**src/sscs_pkg.sv**
```systemverilog
// Package: register map, fields, modes and timing for the sync scheduler
package sscs_pkg;
  // Byte addresses of the registers
  localparam logic [11:0] SSCS_A_SYNC_TYPE  = 12'h000;
  localparam logic [11:0] SSCS_A_CYCLE_TIME = 12'h004;
  localparam logic [11:0] SSCS_A_OUT_SHIFT  = 12'h008;
  localparam logic [11:0] SSCS_A_IN_SHIFT   = 12'h00C;
  localparam logic [11:0] SSCS_A_OUT_COPY   = 12'h010;
  localparam logic [11:0] SSCS_A_IN_COPY    = 12'h014;
  localparam logic [11:0] SSCS_A_OUT_LAG    = 12'h018;
  localparam logic [11:0] SSCS_A_IN_LAG     = 12'h01C;
  localparam logic [11:0] SSCS_A_MIN_CYCLE  = 12'h020;
  localparam logic [11:0] SSCS_A_SUPPORTED  = 12'h024;
  localparam logic [11:0] SSCS_A_STATUS     = 12'h028;
  localparam logic [11:0] SSCS_A_SYNC1_IVL  = 12'h984;
  // Sync type field positions in the sync type register
  localparam int SSCS_F_OUT_TYPE = 0;
  localparam int SSCS_F_IN_TYPE  = 8;
  // Sync type encodings
  localparam logic [7:0] SSCS_T_LOCAL = 8'h00;
  localparam logic [7:0] SSCS_T_BUF   = 8'h01;
  localparam logic [7:0] SSCS_T_DC    = 8'h02;
  localparam logic [7:0] SSCS_T_DC_S1 = 8'h03;
  // Supported-types bits
  localparam int SSCS_B_SUP_LOCAL = 0;
  localparam int SSCS_B_SUP_BUF   = 1;
  localparam int SSCS_B_SUP_DC    = 2;
  // Reset values
  localparam logic [31:0] SSCS_R_CYCLE = 32'h0000_03E8;
  localparam logic [31:0] SSCS_R_ZERO  = 32'h0000_0000;
  // Trigger sources
  typedef enum logic [2:0] {
    SSCS_SRC_NONE  = 3'h0,
    SSCS_SRC_TIMER = 3'h1,
    SSCS_SRC_OBUF  = 3'h2,
    SSCS_SRC_IBUF  = 3'h3,
    SSCS_SRC_SYNC0 = 3'h4
  } sscs_src_t;
endpackage

```
**src/sscs_delay.sv**
```systemverilog
// One-shot delay counter: fires a pulse a set number of cycles after start
`timescale 1ns/1ps
`default_nettype none
module sscs_delay #(
  parameter int W = 32
) (
  input  wire logic         clk,
  input  wire logic         rst_n,
  input  wire logic         start,
  input  wire logic [W-1:0] dly,
  output logic              fire
);
  logic [W-1:0] cnt_ff;
  logic         run_ff;

  initial
  begin
    if (W < 2) $error("sscs_delay: W too small");
  end

  // Zero delay fires in the cycle after start, like a delay of one
  always_ff @(posedge clk)
  begin
    if (!rst_n)
    begin
      cnt_ff <= '0;
      run_ff <= 1'b0;
    end
    else if (start)
    begin
      cnt_ff <= (dly == '0) ? '0 : dly - 1'b1;
      run_ff <= 1'b1;
    end
    else if (run_ff)
    begin
      if (cnt_ff == '0)
        run_ff <= 1'b0;
      else
        cnt_ff <= cnt_ff - 1'b1;
    end
  end

  assign fire = run_ff && (cnt_ff == '0) && !start;
endmodule
`default_nettype wire

```
**src/sscs_scheduler.sv**
```systemverilog
// Slave sync cycle scheduler with Avalon-MM register slave
//
// The Avalon-MM slave port was chosen for this implementation.
`timescale 1ns/1ps
`default_nettype none
// How it works
// - Both types 0x02 select DC; 0x03 uses SYNC1
// - Buffer mode: output event, input event only without outputs
// - Offsets writable only with variable offset support
// - SYNC1 shift replaces offset with interval plus lag
// - Each trigger: read outputs, drive, mark valid
// - Inputs due within minimum cycle after trigger; a late input ready only sets the overrun flag
// - Output lag spans drive start to valid
// - Input lag spans latch start to latch done
// - Copy into input buffer only after latch
// - SYNC1 interval register, SYNC0 is reference
// - SYNC1 may delay latch or drive start
// - Offset is sync event to valid or latch
// - Local timer starts free-running cycles
// - Output copy time covers copy and calculation
// - Input copy time covers calculation and copy
// - Supported bits: 0 local timer, 1 buffer, 2 DC
// - Output type 0x01 selects output buffer event, or input buffer event without outputs
module sscs_scheduler
  import sscs_pkg::*;
#(
  parameter bit VAR_SHIFT   = 1'b1,
  parameter bit HAS_OUTPUTS = 1'b1,
  parameter bit S1_REPLACE  = 1'b1,
  parameter int TW          = 32
) (
  input  wire logic        clk,
  input  wire logic        rst_n,
  input  wire logic [11:0] avs_address,
  input  wire logic        avs_read,
  input  wire logic        avs_write,
  input  wire logic [31:0] avs_writedata,
  input  wire logic [3:0]  avs_byteenable,
  output logic [31:0]      avs_readdata,
  output logic             avs_waitrequest,
  input  wire logic        obuf_event,
  input  wire logic        ibuf_event,
  input  wire logic        sync0_in,
  input  wire logic        sync1_in,
  output logic             out_read_start,
  output logic             out_drive_start,
  output logic             out_valid,
  output logic             in_latch_start,
  output logic             in_latch_done,
  output logic             in_copy_start,
  output logic             in_data_ready,
  output logic             cycle_start
);
  initial
  begin
    if (TW != 32) $error("sscs_scheduler: TW must be 32");
  end

  // Registers
  logic [15:0] sync_type_ff;
  logic [31:0] cycle_time_ff, out_shift_ff, in_shift_ff;
  logic [31:0] out_copy_ff, in_copy_ff, out_lag_ff, in_lag_ff;
  logic [31:0] min_cycle_ff, sync1_ivl_ff;
  logic        ack_ff;
  logic [31:0] rdata_ff;
  // Snapshot taken at cycle start
  logic [7:0]  cur_otype_ff, cur_itype_ff;
  logic [31:0] cur_oshift_ff, cur_ishift_ff;
  logic [31:0] cur_ocopy_ff, cur_icopy_ff, cur_olag_ff, cur_ilag_ff;
  logic [31:0] cur_min_ff;
  logic        overrun_ff;

  // Synchronisers for pin inputs
  logic [1:0] s0_sy_ff, s1_sy_ff, ob_sy_ff, ib_sy_ff;
  logic       s0_d_ff, s1_d_ff, ob_d_ff, ib_d_ff;

  always_ff @(posedge clk)
  begin
    if (!rst_n)
    begin
      s0_sy_ff <= 2'h0;
      s1_sy_ff <= 2'h0;
      ob_sy_ff <= 2'h0;
      ib_sy_ff <= 2'h0;
      s0_d_ff  <= 1'b0;
      s1_d_ff  <= 1'b0;
      ob_d_ff  <= 1'b0;
      ib_d_ff  <= 1'b0;
    end
    else
    begin
      s0_sy_ff <= {s0_sy_ff[0], sync0_in};
      s1_sy_ff <= {s1_sy_ff[0], sync1_in};
      ob_sy_ff <= {ob_sy_ff[0], obuf_event};
      ib_sy_ff <= {ib_sy_ff[0], ibuf_event};
      s0_d_ff  <= s0_sy_ff[1];
      s1_d_ff  <= s1_sy_ff[1];
      ob_d_ff  <= ob_sy_ff[1];
      ib_d_ff  <= ib_sy_ff[1];
    end
  end

  logic s0_rise, s1_rise, ob_rise, ib_rise;
  assign s0_rise = s0_sy_ff[1] && !s0_d_ff;
  assign s1_rise = s1_sy_ff[1] && !s1_d_ff;
  assign ob_rise = ob_sy_ff[1] && !ob_d_ff;
  assign ib_rise = ib_sy_ff[1] && !ib_d_ff;

  // Avalon slave: one wait cycle, answer on the second
  logic acc, wr_hit;
  assign acc             = (avs_read || avs_write) && !ack_ff;
  assign avs_waitrequest = (avs_read || avs_write) && !ack_ff;
  assign wr_hit          = avs_write && ack_ff;
  assign avs_readdata    = rdata_ff;

  function automatic logic [31:0] merge(input logic [31:0] old,
                                        input logic [31:0] nw,
                                        input logic [3:0]  be);
    logic [31:0] r;
    r = old;
    for (int i = 0; i < 4; i++)
      if (be[i]) r[i*8 +: 8] = nw[i*8 +: 8];
    return r;
  endfunction

  always_ff @(posedge clk)
  begin
    if (!rst_n)
      ack_ff <= 1'b0;
    else
      ack_ff <= acc;
  end

  logic [31:0] supported;
  assign supported = 32'h0000_0007;

  logic [31:0] status;
  assign status = {29'h0, overrun_ff, cur_itype_ff == SSCS_T_DC_S1,
                   cur_otype_ff == SSCS_T_DC_S1};

  always_ff @(posedge clk)
  begin
    if (!rst_n)
      rdata_ff <= SSCS_R_ZERO;
    else if (acc && avs_read)
    begin
      case (avs_address)
        SSCS_A_SYNC_TYPE:  rdata_ff <= {16'h0, sync_type_ff};
        SSCS_A_CYCLE_TIME: rdata_ff <= cycle_time_ff;
        SSCS_A_OUT_SHIFT:  rdata_ff <= out_shift_ff;
        SSCS_A_IN_SHIFT:   rdata_ff <= in_shift_ff;
        SSCS_A_OUT_COPY:   rdata_ff <= out_copy_ff;
        SSCS_A_IN_COPY:    rdata_ff <= in_copy_ff;
        SSCS_A_OUT_LAG:    rdata_ff <= out_lag_ff;
        SSCS_A_IN_LAG:     rdata_ff <= in_lag_ff;
        SSCS_A_MIN_CYCLE:  rdata_ff <= min_cycle_ff;
        SSCS_A_SUPPORTED:  rdata_ff <= supported;
        SSCS_A_STATUS:     rdata_ff <= status;
        SSCS_A_SYNC1_IVL:  rdata_ff <= sync1_ivl_ff;
        default:           rdata_ff <= SSCS_R_ZERO;
      endcase
    end
  end

  always_ff @(posedge clk)
  begin
    if (!rst_n)
    begin
      sync_type_ff  <= 16'h0000;
      cycle_time_ff <= SSCS_R_CYCLE;
      out_shift_ff  <= SSCS_R_ZERO;
      in_shift_ff   <= SSCS_R_ZERO;
      out_copy_ff   <= SSCS_R_ZERO;
      in_copy_ff    <= SSCS_R_ZERO;
      out_lag_ff    <= SSCS_R_ZERO;
      in_lag_ff     <= SSCS_R_ZERO;
      min_cycle_ff  <= SSCS_R_CYCLE;
      sync1_ivl_ff  <= SSCS_R_ZERO;
    end
    else if (wr_hit)
    begin
      case (avs_address)
        SSCS_A_SYNC_TYPE:
          sync_type_ff <= 16'(merge({16'h0, sync_type_ff}, avs_writedata,
                                    avs_byteenable));
        SSCS_A_CYCLE_TIME:
          cycle_time_ff <= merge(cycle_time_ff, avs_writedata,
                                 avs_byteenable);
        SSCS_A_OUT_SHIFT:
          if (VAR_SHIFT)
            out_shift_ff <= merge(out_shift_ff, avs_writedata,
                                  avs_byteenable);
        SSCS_A_IN_SHIFT:
          if (VAR_SHIFT)
            in_shift_ff <= merge(in_shift_ff, avs_writedata,
                                 avs_byteenable);
        SSCS_A_OUT_COPY:
          out_copy_ff <= merge(out_copy_ff, avs_writedata, avs_byteenable);
        SSCS_A_IN_COPY:
          in_copy_ff <= merge(in_copy_ff, avs_writedata, avs_byteenable);
        SSCS_A_OUT_LAG:
          out_lag_ff <= merge(out_lag_ff, avs_writedata, avs_byteenable);
        SSCS_A_IN_LAG:
          in_lag_ff <= merge(in_lag_ff, avs_writedata, avs_byteenable);
        SSCS_A_MIN_CYCLE:
          min_cycle_ff <= merge(min_cycle_ff, avs_writedata,
                                avs_byteenable);
        SSCS_A_SYNC1_IVL:
          sync1_ivl_ff <= merge(sync1_ivl_ff, avs_writedata,
                                avs_byteenable);
        default: ;
      endcase
    end
  end

  // Trigger source from live settings
  logic [7:0] otype, itype;
  logic       dc_mode;
  sscs_src_t  src;
  assign otype   = sync_type_ff[SSCS_F_OUT_TYPE +: 8];
  assign itype   = sync_type_ff[SSCS_F_IN_TYPE +: 8];
  assign dc_mode = (otype == SSCS_T_DC || otype == SSCS_T_DC_S1) &&
                   (itype == SSCS_T_DC || itype == SSCS_T_DC_S1);

  always_comb
  begin
    if (dc_mode)
      src = SSCS_SRC_SYNC0;
    else if (otype == SSCS_T_BUF && HAS_OUTPUTS)
      src = SSCS_SRC_OBUF;
    else if ((otype == SSCS_T_BUF || itype == SSCS_T_BUF) && !HAS_OUTPUTS)
      src = SSCS_SRC_IBUF;
    else if (otype == SSCS_T_LOCAL && itype == SSCS_T_LOCAL)
      src = SSCS_SRC_TIMER;
    else
      src = SSCS_SRC_NONE;
  end

  // Local timer, period follows the cycle time register
  logic [31:0] tmr_ff;
  logic        tmr_tick;
  assign tmr_tick = (tmr_ff == 32'h0);
  always_ff @(posedge clk)
  begin
    if (!rst_n || src != SSCS_SRC_TIMER)
      tmr_ff <= SSCS_R_ZERO;
    else if (tmr_tick)
      tmr_ff <= (cycle_time_ff == 32'h0) ? 32'h0 : cycle_time_ff - 1'b1;
    else
      tmr_ff <= tmr_ff - 1'b1;
  end

  logic trig;
  always_comb
  begin
    case (src)
      SSCS_SRC_TIMER: trig = tmr_tick;
      SSCS_SRC_OBUF:  trig = ob_rise;
      SSCS_SRC_IBUF:  trig = ib_rise;
      SSCS_SRC_SYNC0: trig = s0_rise;
      default:        trig = 1'b0;
    endcase
  end

  // Snapshot so a running cycle completes unchanged
  always_ff @(posedge clk)
  begin
    if (!rst_n)
    begin
      cur_otype_ff  <= 8'h00;
      cur_itype_ff  <= 8'h00;
      cur_oshift_ff <= SSCS_R_ZERO;
      cur_ishift_ff <= SSCS_R_ZERO;
      cur_ocopy_ff  <= SSCS_R_ZERO;
      cur_icopy_ff  <= SSCS_R_ZERO;
      cur_olag_ff   <= SSCS_R_ZERO;
      cur_ilag_ff   <= SSCS_R_ZERO;
      cur_min_ff    <= SSCS_R_CYCLE;
    end
    else if (trig)
    begin
      cur_otype_ff  <= otype;
      cur_itype_ff  <= itype;
      cur_oshift_ff <= (S1_REPLACE && otype == SSCS_T_DC_S1) ?
                       sync1_ivl_ff + out_lag_ff : out_shift_ff;
      cur_ishift_ff <= (S1_REPLACE && itype == SSCS_T_DC_S1) ?
                       sync1_ivl_ff + in_lag_ff : in_shift_ff;
      cur_ocopy_ff  <= out_copy_ff;
      cur_icopy_ff  <= in_copy_ff;
      cur_olag_ff   <= out_lag_ff;
      cur_ilag_ff   <= in_lag_ff;
      cur_min_ff    <= min_cycle_ff;
    end
  end

  // Drive start = offset - lag from sync point, but not before copy ends
  logic [31:0] drv_dly, lat_dly;
  always_comb
  begin
    drv_dly = (cur_oshift_ff > cur_olag_ff) ?
              cur_oshift_ff - cur_olag_ff : 32'h0;
    if (drv_dly < cur_ocopy_ff)
      drv_dly = cur_ocopy_ff;
    lat_dly = (cur_ishift_ff > cur_ilag_ff) ?
              cur_ishift_ff - cur_ilag_ff : 32'h0;
  end

  // SYNC1 as the timing reference for shifted directions when S1_REPLACE is 0
  logic t_d_ff;
  always_ff @(posedge clk)
  begin
    if (!rst_n)
      t_d_ff <= 1'b0;
    else
      t_d_ff <= trig;
  end

  logic o_ref, i_ref;
  assign o_ref = (cur_otype_ff == SSCS_T_DC_S1 && !S1_REPLACE) ?
                 s1_rise : t_d_ff;
  assign i_ref = (cur_itype_ff == SSCS_T_DC_S1 && !S1_REPLACE) ?
                 s1_rise : t_d_ff;

  logic drv_fire, val_fire, lat_fire, done_fire, rdy_fire;

  sscs_delay #(.W(32)) u_drv (.clk(clk), .rst_n(rst_n), .start(o_ref),
    .dly(drv_dly), .fire(drv_fire));
  sscs_delay #(.W(32)) u_val (.clk(clk), .rst_n(rst_n), .start(drv_fire),
    .dly(cur_olag_ff), .fire(val_fire));
  sscs_delay #(.W(32)) u_lat (.clk(clk), .rst_n(rst_n), .start(i_ref),
    .dly(lat_dly), .fire(lat_fire));
  sscs_delay #(.W(32)) u_done (.clk(clk), .rst_n(rst_n), .start(lat_fire),
    .dly(cur_ilag_ff), .fire(done_fire));
  sscs_delay #(.W(32)) u_rdy (.clk(clk), .rst_n(rst_n), .start(done_fire),
    .dly(cur_icopy_ff), .fire(rdy_fire));

  // Minimum cycle watchdog: inputs late is flagged
  logic [31:0] mc_ff;
  logic        pend_ff;
  always_ff @(posedge clk)
  begin
    if (!rst_n)
    begin
      mc_ff      <= SSCS_R_ZERO;
      pend_ff    <= 1'b0;
      overrun_ff <= 1'b0;
    end
    else
    begin
      if (trig)
      begin
        mc_ff   <= min_cycle_ff;
        pend_ff <= 1'b1;
      end
      else if (rdy_fire)
        pend_ff <= 1'b0;
      else if (mc_ff != 32'h0)
        mc_ff <= mc_ff - 1'b1;
      if (pend_ff && mc_ff == 32'h0 && !rdy_fire && !trig)
        overrun_ff <= 1'b1;
      else if (wr_hit && avs_address == SSCS_A_STATUS && avs_writedata[2])
        overrun_ff <= 1'b0;
    end
  end

  // Output pulses
  always_ff @(posedge clk)
  begin
    if (!rst_n)
    begin
      cycle_start     <= 1'b0;
      out_read_start  <= 1'b0;
      out_drive_start <= 1'b0;
      out_valid       <= 1'b0;
      in_latch_start  <= 1'b0;
      in_latch_done   <= 1'b0;
      in_copy_start   <= 1'b0;
      in_data_ready   <= 1'b0;
    end
    else
    begin
      cycle_start     <= trig;
      out_read_start  <= trig;
      out_drive_start <= drv_fire;
      out_valid       <= val_fire;
      in_latch_start  <= lat_fire;
      in_latch_done   <= done_fire;
      in_copy_start   <= in_latch_done;
      in_data_ready   <= rdy_fire;
    end
  end
endmodule
`default_nettype wire

```
**config.mk**
```make
export PLATFORM = sky130hd
export DESIGN_NAME = sscs_scheduler
export DESIGN_NICKNAME = d
export VERILOG_FILES = /design/src/sscs_pkg.sv /design/src/sscs_delay.sv /design/src/sscs_scheduler.sv
export SDC_FILE = /design/constraint.sdc
export NUM_CORES = 2
export LEC_CHECK = 0
export BUFFER_PORTS_ARGS = -buffer_cell sky130_fd_sc_hd__buf_2
export CORE_MARGIN = 5
export CORE_UTILIZATION = 55
export CTS_CLUSTER_SIZE = 10
export DETAILED_ROUTE_END_ITERATION = 6
export PLACE_DENSITY = 0.86
export SKIP_LAST_GASP = 1
export SYNTH_ARGS = -nofsm -noshare
export SYNTH_HDL_FRONTEND = slang
export SYNTH_SLANG_ARGS = --single-unit
```
**constraint.sdc**
```tcl
create_clock -name clk -period 6.9 [get_ports clk]
set_input_delay 1.035 -clock clk [delete_from_list [all_inputs] [get_ports clk]]
set_output_delay 1.035 -clock clk [all_outputs]
set_load 0.03 [all_outputs]
```
==> flow_summary_export.csv <==
group,metric,value,unit
global_routing,grt_pass1_wl,248,mm
run_status,status,"finished with violations",
cts,cts_sinks,789,
setup_path,critPathTopFamily,"compound AO/OA/AOI/OAI gates",
timing,finalSetupTns,0,ns
die,coreArea,0.0837,mm^2
cts,numCtsBuffers,93,
place,placed_cell_area,0.0478,mm^2
timing,post-route-min-period,6.56,ns
synthesis,synth.avg_cell_area,7.27,um^2
place,portBuffers,94,
synthesis,async_flop_share,0,%
timing,post-route-period-util,95.1,%
synthesis,ys.flop_type,"dfxtp_1",
cells_and_area,area_growth,9.16,%
timing,worstMarginPinSlew,1.42,ns
die,num_rows,106,
timing,report.final.hold_viol_count,0,
min_path,hp-class,"reg -> reg",
global_routing,grt_pass1_vias,43681,
timing,fin_skew,0.0361,ns
synthesis,netlist-cell-type-count,94,
setup_path,critical_path_arrival,7.07,ns
setup_path,critPathCaptureType,"register",
place,dp_hpwl,118,mm
cts,clk_latency,0.68,ns
cells_and_area,stdcell_area,0.0507,mm^2
drt,antenna_left,0,
synthesis,ys_seq_area_share,34.0,%
cells_and_area,drive_gt1_share,6.49,%
synthesis,syn-num-nets,6614,
timing,clock.fmax,152,MHz
synthesis,synth.ff_latch_count,789,
synthesis,synth.area.top_cells,"dfxtp_1, nand2_1, a21oi_1",
die,dieArea,0.0903,mm^2
setup_path,max_stage_delay,0.44,ns
die,io_pins,97,
place,place_ws,0.00841,ns
synthesis,yosysTopAreaCell,"dfxtp_1",
drt,route.vias.total,47960,
setup_path,cp_max_fo,13,
drt,wl_per_cell,21.7,um
drt,first_pass_iters,7,
die,die_height,301,um
die,die_x,301,um
synthesis,synth_area,0.0464,mm^2
drt,first_iter_violations,7136,
synthesis,synth_edf_count,0,
cts,clk_path_buf_depth,3,
setup_path,critical_path_class,"reg -> reg",
global_routing,track_usage,34.1,%
timing,layout_setup_ws,0.341,ns
die,start_util,55.5,%
cts,cts_root_buf,"clkbuf_16",
timing,final_max_slew_viol_count,0,
synthesis,yosys_warnings,0,
global_routing,grt-ovfl-total,0,
global_routing,antenna_found_initial,4,
synthesis,synth_cells,6383,
place,gp_congestion,1.03,
timing,setup_viol,0,
run_status,violations,"DRC",
setup_path,crit_top_cell,"a31oi_1",
timing,worst_slew_margin_rel,4.96,%
drt,via_per_inst,6.42,
cts,cts_tree,"yes",
cells_and_area,nets,6531,
global_routing,grt_max_degree,203,
flow_run,drv_cap,0,
cts,h-tree-depth,3,
synthesis,synth_top_area_share,34.0,%
setup_path,crit_buf_inv,6,
cts,holdBufCountCts,0,
setup_path,cp-start-kind,"register",
timing,hold_slack,0.433,ns
setup_path,critical_path_required,7.41,ns
drt,totalWireLength,162,mm
drt,drc_errors,12,
setup_path,cp_slowest_cell,"or3_4",
cts,clk_pin_slew,0.06,ns
## worst paths after layout
path	start	endpoint	slack, ns	depth (start not counted)
setup / recovery	cur_oshift_ff[0]$_SDFFE_PN0P_	u_drv.cnt_ff[10]$_SDFFE_PN0P_	0.34	35
hold / removal	s0_sy_ff[0]$_SDFF_PN0_	s0_sy_ff[1]$_SDFF_PN0_	0.43	1
setup reg to reg	cur_oshift_ff[0]$_SDFFE_PN0P_	u_drv.cnt_ff[10]$_SDFFE_PN0P_	0.34	35
hold reg to reg	s0_sy_ff[0]$_SDFF_PN0_	s0_sy_ff[1]$_SDFF_PN0_	0.43	1
## cells in the mapped netlist, types with 55 or more instances
master,instances
or3_1,72
a31oi_1,141
a21o_1,55
xnor2_1,241
nand2_1,1236
nand3_1,105
nor4_1,72
o21ai_0,295
a21oi_1,827
xor2_1,103
clkbuf_1,312
dfxtp_1,789
inv_1,184
ha_1,171
nor3_1,215
a211oi_1,55
nor2_1,631
## logic make-up after synthesis
group | synth area share, %
simple gates | 26.0
mux | 0.426
xor+xnor | 6.49
buf+inv | 4.47
compound gates | 23.8
flops | 34.0
fa+ha+maj | 4.78
## placed cells by master, fill, tap and decap left out, drive strengths merged, types with 12 or more instances in the layout
master     n
dfxtp    789
a21o      55
and2      46
ha       171
o21ai    295
or4       38
and3      46
a22oi     40
clkbuf   109
or3       72
o22ai     35
or2       30
o21a      38
o31ai     19
nand2   1236
nor3b     18
a22o      43
a311oi    30
xnor2    241
nor2b     26
nand3b    14
nand2b    47
a222oi    21
a31oi    141
nor2     631
a211oi    56
nand4     48
o21bai    17
a21oi    827
a41oi     14
o211ai    27
buf      179
inv      188
a221oi    44
nand3    105
xor2     103
nor3     217
nor4      74
nor4b     12
mux2i     16
## worst reg2reg max path: cells and delay by family (launching register included)
family / cells / cell delay, ns
flops: 1 / 0.31
fa+ha+maj: 4 / 0.99
simple gates: 7 / 1.05
mux: 2 / 0.33
compound gates: 16 / 2.91
buf+inv: 6 / 0.81
## through the flow
stage | std cells | util (%)
4_1_cts | 7457 | 60.4
3_5_place_dp | 7333 | 57.1
5_1_grt | 7464 | 60.5
2_1_floorplan | 6383 | -
6_report | 7466 | 60.5
3_3_place_gp | 7333 | 57.1
## area by class of cell
class                           instances  area, um^2
Clock buffer                          109        2460
Antenna cell                            4        10.0
Fill cell                            7323       33000
Timing Repair Buffer                  179        1190
Inverter                              186         706
Clock inverter                         14         292
Multi-Input combinational cell       5051       28800
Tap cell                             1134        1420
Sequential cell                       789       15800
## routing by layer
metal	up-vias	global-route usage [%]	wire, um
met2	2803	52.6	69300
li1	22365	-	-
met4	4	16.3	9440
met5	-	0	34
met1	22290	44.7	64100
met3	498	8.85	19300
## what timing repair did
item                       4_1_cts  5_1_grt
buffers inserted                 1        5
gates resized for setup          1       31
setup endpoints to repair        5       32
pin swaps                        1       13
Power is left out: the tool's default activity adds up to more than one toggle a clock period on the data nets, which glitch-free logic cannot reach.
